`config.mk`:
```
export PLATFORM = sky130hd
export DESIGN_NAME = cib_top
export DESIGN_NICKNAME = d
export VERILOG_FILES = /design/src/core/cib_pkg.sv /design/src/core/cib_mask_mux.sv /design/src/core/cib_top.sv
export SDC_FILE = /design/constraint.sdc
export NUM_CORES = 1
export LEC_CHECK = 0
export BUFFER_PORTS_ARGS = -buffer_cell sky130_fd_sc_hd__buf_2
export CORE_MARGIN = 2
export CORE_UTILIZATION = 43
export CTS_CLUSTER_SIZE = 30
export DETAILED_ROUTE_END_ITERATION = 10
export PLACE_DENSITY = 0.75
export SKIP_CTS_REPAIR_TIMING = 1
export SLEW_MARGIN = 15
export SYNTH_ARGS = -nofsm -noshare
export SYNTH_HDL_FRONTEND = slang
export SYNTH_SLANG_ARGS = --single-unit
```
`constraint.sdc`:
```
create_clock -name mclk -period 1.9 [get_ports mclk]
set_input_delay 0.285 -clock mclk [delete_from_list [all_inputs] [get_ports mclk]]
set_output_delay 0.285 -clock mclk [all_outputs]
set_load 0.01 [all_outputs]
```
`src/core/cib_pkg.sv`:
```
package cib_pkg;

  // ---------------------------------------------------------------
  // register map
  // ---------------------------------------------------------------
  localparam logic [7:0] ADDR_CMP_CTRL = 8'h00;
  localparam logic [7:0] ADDR_MASK_SRC = 8'h04;
  localparam logic [7:0] ADDR_MASK_GATE = 8'h08;
  localparam logic [7:0] ADDR_STATUS = 8'h0c;

  // ---------------------------------------------------------------
  // reset values and writable bits
  // ---------------------------------------------------------------
  localparam logic [15:0] CTRL_RESET = 16'h0000;
  localparam logic [15:0] SRC_RESET = 16'h0000;
  localparam logic [15:0] GATE_RESET = 16'h0000;
  localparam logic [15:0] CTRL_WMASK = 16'h0013;
  localparam logic [15:0] SRC_WMASK = 16'h0fff;
  localparam logic [15:0] GATE_WMASK = 16'hbfff;

  // ---------------------------------------------------------------
  // field positions
  // ---------------------------------------------------------------
  localparam int REF_SEL_BIT = 4;
  localparam int CHAN_LSB = 0;
  localparam int SRC_C_LSB = 8;
  localparam int SRC_B_LSB = 4;
  localparam int SRC_A_LSB = 0;
  localparam int MASK_A = 0;
  localparam int MASK_B = 1;
  localparam int MASK_C = 2;

  // ---------------------------------------------------------------
  // mask source codes, 0110..1111 reserved
  // ---------------------------------------------------------------
  localparam logic [3:0] SRC_LAST_VALID = 4'h5;
  localparam int PWM_OUTS = 6;

  typedef enum logic [1:0] {
    CIB_NEG_PIN_B = 2'h0,
    CIB_NEG_PIN_C = 2'h1,
    CIB_NEG_PIN_D = 2'h2,
    CIB_NEG_BANDGAP = 2'h3
  } cib_neg_chan_t;

  // pwm generator outputs, pair1 low in bit 0
  typedef struct packed {
    logic pwmPair3High;
    logic pwmPair3Low;
    logic pwmPair2High;
    logic pwmPair2Low;
    logic pwmPair1High;
    logic pwmPair1Low;
  } cib_pwm_t;

  // mask gating control layout
  typedef struct packed {
    logic maskLevelSelect;
    logic unused14;
    logic orCTrueEnable;
    logic orCInvertedEnable;
    logic orBTrueEnable;
    logic orBInvertedEnable;
    logic orATrueEnable;
    logic orAInvertedEnable;
    logic andOutInvertedToOr;
    logic andOutTrueToOr;
    logic andCTrueEnable;
    logic andCInvertedEnable;
    logic andBTrueEnable;
    logic andBInvertedEnable;
    logic andATrueEnable;
    logic andAInvertedEnable;
  } cib_gate_t;

endpackage : cib_pkg

```
`src/core/cib_mask_mux.sv`:
```
`timescale 1ns/1ps
module cib_mask_mux (
  input wire cib_pkg::cib_pwm_t pwm,
  input wire logic [3:0] sourceCode,
  output logic maskSignal
);

  // ---------------------------------------------------------------
  // source decode
  // ---------------------------------------------------------------
  // reserved codes give a quiet low mask rather than an unknown
  wire logic codeValid = (sourceCode <= cib_pkg::SRC_LAST_VALID);
  wire logic [5:0] pwmBits = pwm;
  wire logic [2:0] pick = sourceCode[2:0];

  assign maskSignal = codeValid & pwmBits[pick];

endmodule : cib_mask_mux

```
`src/core/cib_top.sv`:
```
`timescale 1ns/1ps
module cib_top (
  input wire logic mclk,
  input wire logic rst,
  input wire logic psel,
  input wire logic penable,
  input wire logic pwrite,
  input wire logic [7:0] paddr,
  input wire logic [31:0] pwdata,
  output logic [31:0] prdata,
  output logic pready,
  output logic pslverr,
  input wire cib_pkg::cib_pwm_t pwm,
  input wire logic compRaw,
  output logic positiveInputRefSelect,
  output cib_pkg::cib_neg_chan_t negativeInputChannel,
  output logic [2:0] maskSignals,
  output logic blankMask,
  output logic compGated
);

  // ---------------------------------------------------------------
  // register state
  // ---------------------------------------------------------------
  logic [15:0] ctrl_q;
  logic [15:0] maskSrc_q;
  logic [15:0] maskGate_q;
  logic [31:0] prdata_q;
  logic [31:0] prdata_d;
  logic pready_q;
  logic pslverr_q;
  logic pslverr_d;
  logic [2:0] maskSig_q;
  logic blank_q;
  logic compGated_q;

  // ---------------------------------------------------------------
  // apb decode
  // ---------------------------------------------------------------
  // no wait state: pready is set by the setup cycle so it is a flop
  wire logic setupPhase = psel & ~penable;
  wire logic accessDone = psel & penable & pready_q;
  wire logic hitCtrl = (paddr == cib_pkg::ADDR_CMP_CTRL);
  wire logic hitSrc = (paddr == cib_pkg::ADDR_MASK_SRC);
  wire logic hitGate = (paddr == cib_pkg::ADDR_MASK_GATE);
  wire logic hitStat = (paddr == cib_pkg::ADDR_STATUS);
  wire logic hitAny = hitCtrl | hitSrc | hitGate | hitStat;
  wire logic wrCtrl = accessDone & pwrite & hitCtrl;
  wire logic wrSrc = accessDone & pwrite & hitSrc;
  wire logic wrGate = accessDone & pwrite & hitGate;

  // status is read only; a write there is refused with an error
  assign pslverr_d = setupPhase & (~hitAny | (pwrite & hitStat));

  wire logic [15:0] statusWord = {11'h000, compGated_q, blank_q, maskSig_q};

  assign prdata_d = !(setupPhase & ~pwrite) ? 32'h00000000 :
                    hitCtrl ? {16'h0000, ctrl_q} :
                    hitSrc ? {16'h0000, maskSrc_q} :
                    hitGate ? {16'h0000, maskGate_q} :
                    hitStat ? {16'h0000, statusWord} : 32'h00000000;

  function automatic logic [15:0] merge(input logic [15:0] old, input logic [31:0] wd,
                                        input logic [15:0] wmask);
    merge = (old & ~wmask) | (wd[15:0] & wmask);
  endfunction : merge

  always_ff @(posedge mclk) begin
    if (rst) begin
      pready_q <= 1'b0;
      pslverr_q <= 1'b0;
      prdata_q <= 32'h00000000;
    end else begin
      pready_q <= setupPhase;
      pslverr_q <= pslverr_d;
      prdata_q <= prdata_d;
    end
  end

  always_ff @(posedge mclk) begin
    if (rst) begin
      ctrl_q <= cib_pkg::CTRL_RESET;
      maskSrc_q <= cib_pkg::SRC_RESET;
      maskGate_q <= cib_pkg::GATE_RESET;
    end else begin
      if (wrCtrl) begin
        ctrl_q <= merge(ctrl_q, pwdata, cib_pkg::CTRL_WMASK);
      end
      if (wrSrc) begin
        maskSrc_q <= merge(maskSrc_q, pwdata, cib_pkg::SRC_WMASK);
      end
      if (wrGate) begin
        maskGate_q <= merge(maskGate_q, pwdata, cib_pkg::GATE_WMASK);
      end
    end
  end

  // ---------------------------------------------------------------
  // input routing
  // ---------------------------------------------------------------
  assign positiveInputRefSelect = ctrl_q[cib_pkg::REF_SEL_BIT];
  assign negativeInputChannel = cib_pkg::cib_neg_chan_t'(ctrl_q[cib_pkg::CHAN_LSB +: 2]);

  // ---------------------------------------------------------------
  // mask source selection
  // ---------------------------------------------------------------
  logic maskANow;
  logic maskBNow;
  logic maskCNow;

  cib_mask_mux uMuxC (
    .pwm(pwm),
    .sourceCode(maskSrc_q[cib_pkg::SRC_C_LSB +: 4]),
    .maskSignal(maskCNow)
  );

  cib_mask_mux uMuxB (
    .pwm(pwm),
    .sourceCode(maskSrc_q[cib_pkg::SRC_B_LSB +: 4]),
    .maskSignal(maskBNow)
  );

  cib_mask_mux uMuxA (
    .pwm(pwm),
    .sourceCode(maskSrc_q[cib_pkg::SRC_A_LSB +: 4]),
    .maskSignal(maskANow)
  );

  // ---------------------------------------------------------------
  // gating network
  // ---------------------------------------------------------------
  function automatic logic term(input logic en, input logic sig);
    term = en & sig;
  endfunction : term

  wire cib_pkg::cib_gate_t gate = cib_pkg::cib_gate_t'(maskGate_q);

  // enables and the levels they would pass, C first
  wire logic [5:0] andEnables = {gate.andCTrueEnable, gate.andCInvertedEnable,
                                 gate.andBTrueEnable, gate.andBInvertedEnable,
                                 gate.andATrueEnable, gate.andAInvertedEnable};
  wire logic [5:0] andLevels = {maskCNow, ~maskCNow, maskBNow, ~maskBNow,
                                maskANow, ~maskANow};
  // unconnected inputs count as ones; with none connected the gate is low
  wire logic andOut = (|andEnables) & (&(andLevels | ~andEnables));

  wire logic orOut = term(gate.orCTrueEnable, maskCNow)
                   | term(gate.orCInvertedEnable, ~maskCNow)
                   | term(gate.orBTrueEnable, maskBNow)
                   | term(gate.orBInvertedEnable, ~maskBNow)
                   | term(gate.orATrueEnable, maskANow)
                   | term(gate.orAInvertedEnable, ~maskANow)
                   | term(gate.andOutInvertedToOr, ~andOut)
                   | term(gate.andOutTrueToOr, andOut);

  // level select 0: high mask blocks, so the reset state never blanks
  wire logic blocked = gate.maskLevelSelect ? ~orOut : orOut;
  wire logic gatedNow = compRaw & ~blocked;

  always_ff @(posedge mclk) begin
    if (rst) begin
      maskSig_q <= 3'h0;
      blank_q <= 1'b0;
      compGated_q <= 1'b0;
    end else begin
      maskSig_q <= {maskCNow, maskBNow, maskANow};
      blank_q <= orOut;
      compGated_q <= gatedNow;
    end
  end

  assign prdata = prdata_q;
  assign pready = pready_q;
  assign pslverr = pslverr_q;
  assign maskSignals = maskSig_q;
  assign blankMask = blank_q;
  assign compGated = compGated_q;

  // independent reference for a mask source mux
  function automatic logic refMux(input logic [5:0] p, input logic [3:0] c);
    logic r;
    r = 1'b0;
    case (c)
      4'h0: r = p[0];
      4'h1: r = p[1];
      4'h2: r = p[2];
      4'h3: r = p[3];
      4'h4: r = p[4];
      4'h5: r = p[5];
      default: r = 1'b0;
    endcase
    refMux = r;
  endfunction : refMux

  wire logic [5:0] pwmFlat = pwm;
endmodule : cib_top

```
== Word-level counts from Yosys, hierarchy flattened ==
Cells that the tools add are included.

* Output and inout port bits: 42
* Flip-flop bits (word level): 87

* Reduce and logical (&&, ||, !) cells: 5
* $lt $le $gt $ge: 6
* Equal/unequal tests: 3
* Multiplexer cells: 11
* Bitwise logic cells: 49

{| class="wikitable"
|+ Operators by type and width
! cell !! number
|-
| $mux 16 || 3
|-
| $and 1x1->1 || 23
|-
| $eq 8x4->1 const B || 2
|-
| $or 15x16->16 || 1
|-
| $or 16x12->16 || 1
|-
| $or 16x5->16 || 1
|-
| $le 4x3->1 const B || 3
|-
| $lt 3x4->1 const B || 3
|-
| $or 1x1->1 || 11
|-
| $not 1->1 || 10
|-
| $bmux 1 s3 || 3
|-
| $eq 8x3->1 const B || 1
|-
| $logic_not 8->1 || 1
|-
| $not 6->6 || 1
|-
| $or 6x6->6 || 1
|-
| $reduce_and 6->1 || 1
|-
| $reduce_or 6->1 || 1
|-
| $mux 5 || 1
|-
| $reduce_or 5->1 || 1
|-
| $mux 1 || 4
|-
| $reduce_or 2->1 || 1
|}

== Logic depth before layout (Yosys ltp) ==
* Depth after elaboration: 16
* Mapped depth: 8

== By module ==
A second synthesis with hierarchy kept.

* Cells, all modules: 241
* Area total of the unflattened synthesis: 2,377.3 µm²

{| class="wikitable"
|+ By module, submodules not included
! module !! area an instance (µm²) !! instances !! cells an instance !! seq. area each (µm²)
|-
| cib_top || 2,197.1 || 1 || 223 || 1,041.0
|-
| cib_mask_mux || 60.1 || 3 || 6 || 0.0
|}

== Worst setup path before layout ==
OpenSTA, ideal clock, no wires.

* Path kind: register -> register
* From: register maskSrc_q[0]
* To: register compGated_q, in the netlist compGated
* Required time: 1.784 ns
* Setup slack: -0.141 ns
* Clock period less this slack: 2.041 ns
* Arrival time: 1.925 ns
* Stages on the path, launching flop included: 7
* Library setup time: 0.116 ns
* Path through: dfxtp_1 mux2i_1 o22ai_1 a221o_1 a2111o_1 o311a_1 a31o_1

* Cells in the longest elaborated chain, start to end: 15
* Elaborated cells between the ends (all ways): 21

{| class="wikitable"
|+ RTL lines
! element !! RTL line !! text
|-
| from (decl) || cib_top.sv:26 || <nowiki>logic [15:0] maskSrc_q;</nowiki>
|-
| from (signal assigned) || cib_top.sv:83 || <nowiki>maskSrc_q <= cib_pkg::SRC_RESET;</nowiki>
|-
| from (signal assigned) || cib_top.sv:90 || <nowiki>maskSrc_q <= merge(maskSrc_q, pwdata, cib_pkg::SRC_WMASK);</nowiki>
|-
| $bmux 1 s3 || cib_mask_mux.sv:16 || <nowiki>assign maskSignal = codeValid & pwmBits[pick];</nowiki>
|-
| $mux 1 (implied by the code) || cib_mask_mux.sv:16 ||
|-
| $and 1x1->1 (*) || cib_mask_mux.sv:16 ||
|-
| $not 1->1 || cib_top.sv:143, cib_top.sv:152 ||
|-
| $or 6x6->6 || cib_top.sv:145 || <nowiki>wire logic andOut = (|andEnables) & (&(andLevels | ~andEnables));</nowiki>
|-
| $reduce_and 6->1 || cib_top.sv:145 ||
|-
| $and 1x1->1 || cib_top.sv:145 ||
|-
| $not 1->1 || cib_top.sv:153 || <nowiki>| term(gate.andOutInvertedToOr, ~andOut)</nowiki>
|-
| $and 1x1->1 || cib_top.sv:133 || <nowiki>term = en & sig;</nowiki>
|-
| $or 1x1->1 || cib_top.sv:153 ||
|-
| $or 1x1->1 (*) || cib_top.sv:154 || <nowiki>| term(gate.andOutTrueToOr, andOut);</nowiki>
|-
| $not 1->1 || cib_top.sv:157 || <nowiki>wire logic blocked = gate.maskLevelSelect ? ~orOut : orOut;</nowiki>
|-
| $mux 1 (*) || cib_top.sv:157 ||
|-
| $not 1->1 (*) || cib_top.sv:158 || <nowiki>wire logic gatedNow = compRaw & ~blocked;</nowiki>
|-
| $and 1x1->1 (*) || cib_top.sv:158 ||
|-
| to (signal assigned) || cib_top.sv:168 || <nowiki>compGated_q <= gatedNow;</nowiki>
|-
| to (decl) || cib_top.sv:35 || <nowiki>logic compGated_q;</nowiki>
|}

Every way passes the cells marked *; elsewhere a longest branch is shown, timed or not. The select of a mux whose other input is x is not followed.
A chain may end at the register's enable or synchronous reset.

== Worst setup path in the final report ==
* From: register maskSrc_q[2]
* To: register compGated_q, in the netlist compGated

The elaborated chain is that of the path after synthesis.

==> metrics.yaml <==
clocking:
  clk_pin_slew_ps: 100
  cts_tree: "done"
  clk_latency_ps: 310
  clock_sinks: 52
  root_buffer: "clkbuf_8"
  clk_path_buf_depth: 2
  cts_buffers: 5
  htree_levels: 2
critical_path:
  rrSetupSlack_ps: -160
  rr_worst_depth: 5
  critPathArrivalTime_ps: 2280
  crit_path_end: "compGated"
  crit_type: "reg -> reg"
  worstPathRequired_ps: 2120
  start_kind: "register"
  critPathLaunch: "maskSrc_q[2]"
  r2r_start: "maskSrc_q[2]"
  worstReg2RegEnd: "compGated"
  end_kind: "register"
  cp_max_fo: 5
synth:
  seq_area_frac_synth_pct: 43.9
  yosysWarnings: 0
  synth_area_mm2: 0.00237
  synthCells: 281
  async_flop_share_pct: 0
  synth.distinct_cells: 40
  synth_top_area_share_pct: 43.9
  synth_edf_count: 0
  avgSynthCellArea_um2: 8.43
  synth_seq_cells: 52
  synth_top_flop_cell: "dfxtp_1"
  yosys.area.top_type: "dfxtp_1"
  netlist_top_cells_area: "dfxtp_1, nand2_1, a21oi_1, buf_4, mux2i_1"
timing:
  fin_crit_ps: 2060
  timing.final.hold_violations: 0
  fin_tns_setup_ps: -222
  setup_slack_ps: -156
  finalHoldWorstSlack_ps: 167
  fmax_mhz: 486
  finalCritPeriodShare_pct: 108
  slew_violations: 0
  clock_skew_ps: 14.0
  finalSetupViolations: 2
  grt_setup_unrepaired: "true"
drt:
  ant_nets: 0
  route.detailed.drc: 0
  first_iter_violations: 119
  routed_wl_um: 6090
  wl_per_cell_um: 14.0
  avgViaCountPerCell: 5.15
  dr.pass1.iters: 4
  dr_total_vias: 2242
cells_and_area:
  n_antenna_cell: 0
  area_growth_pct: 28.3
  nNetsFinal: 414
  drive_above_1_share_pct: 32.8
placed_design:
  gp_congestion: 0.835
  dp_hpwl_um: 4610
  portBuffers: 59
power:
  irDropWorstVdd_mv: 0.332
  total_leakage_power_nw: 1.27
  p_total_mw: 2.00
  p_per_area_mw_per_mm2: 658
grt:
  grt_max_degree: 37
  grt_pass1_wl_um: 9670
  grt_pass1_vias: 2135
  grt-ovfl-total: 0
  antenna_found_initial: 0
  grt_usage_pct: 20.3
flow_run:
  maxCapViolCount: 0
floorplan:
  start_util_pct: 43.8
  die_x_um: 78.2
  die-area_mm2: 0.00612
  placementRows: 27
  ios: 94
  coreArea_mm2: 0.00541
  die_h_um: 78.2
min_path:
  hold_class: "in -> reg"
  whs_path_depth: 2
outcome:
  status: "finished, violations left"
  violations: "negative setup slack"
## critical path, cell delays in order, from the launching register on
cell and delay, ps:
dfxtp_2 400, mux2_2 380, a221o_1 330, a2111o_1 330, o311a_4 330, a31o_1 200
## flip-flops by register name, summed over array words and instances, names as in the netlist
| signal | flops |
|---|---|
| compGated | 1 |
| maskSignals | 3 |
| gate | 15 |
| pready | 1 |
| maskSrc_q | 12 |
| pslverr | 1 |
| ctrl_q | 3 |
| prdata | 15 |
| blankMask | 1 |
## through the flow
| stage | util, % | instances | cell area, um^2 | worst slack, ps |
|---|---|---|---|---|
| finish | 56.3 | 435 | 3040 | -156 |
| floorplan | - | 297 | 2450 | -88.5 |
| global placement | 53.4 | 427 | 2890 | -208 |
| global route | 56.3 | 435 | 3040 | -245 |
| CTS | 55.4 | 435 | 2990 | -191 |
| detailed placement | 53.4 | 427 | 2890 | -201 |
## logic make-up (layout without fill, tap and decap cells)
kind of cell,count (synthesis),in the layout,synth area share (%)
AND/OR/NAND/NOR,119,119,24.2
multiplexers,19,19,8.50
AO/OA/AOI/OAI,56,56,15.1
other,1,17,0.158
buffers and inverters,34,100,8.08
flip-flops,52,52,43.9
## final cells by class
cell class | instances | area, um^2
multi-input combinational | 211 | 1250
timing repair buffer | 91 | 536
tap | 72 | 90.1
fill | 513 | 2360
clock buffer | 6 | 72.6
inverter | 1 | 3.75
clock inverter | 2 | 35.0
sequential | 52 | 1050
## worst min path at each step
stage | start | end | slack (ps)
final | penable | pready | 170
after global routing | penable | pready | 170
after CTS | penable | pready | 160
after detailed placement | gate[7] | gate[7] | 470
after global placement | gate[13] | gate[13] | 460
after floorplan | penable | pready | 380
## cell usage after synthesis, types with 2 or more instances
| cell | count |
|---|---|
| or2_1 | 2 |
| nand3_1 | 12 |
| nor2b_1 | 4 |
| a22oi_1 | 12 |
| or3b_1 | 2 |
| and3_1 | 3 |
| clkbuf_1 | 16 |
| nor4b_1 | 2 |
| mux2i_1 | 10 |
| mux2_2 | 2 |
| a21oi_1 | 32 |
| mux2_1 | 7 |
| nand2_1 | 46 |
| nor3_1 | 6 |
| nor2_1 | 25 |
| or3_1 | 2 |
| nand2b_1 | 2 |
| dfxtp_1 | 52 |
| nor3b_1 | 7 |
| buf_4 | 17 |
## where the power goes
group | switching [mW] | internal (mW)
Sequential | 0.00368 | 1.09
Combinational | 0.0908 | 0.0613
Clock | 0.359 | 0.391
## per-layer routing
metal | share of wire (%) | global-route usage (%)
met5 | 0 | 0
met4 | 2.9 | 9.12
met3 | 6.5 | 3.79
met2 | 48 | 35.3
met1 | 42 | 24.3
## cells in the final DEF (no fill, tap or decap), drive strengths merged, types with 4 or more instances in the layout
cell / Yosys / routed
buf: 17 / 91
a22oi: 12 / 12
nor3b: 7 / 7
dfxtp: 52 / 52
nor2b: 4 / 4
mux2: 9 / 9
nand2: 46 / 46
clkbuf: 16 / 6
a21oi: 32 / 32
nor3: 6 / 6
nor2: 25 / 25
conb: 1 / 17
nand3: 12 / 12
mux2i: 10 / 10
No activity file was read; power rests on OpenSTA's default activity.
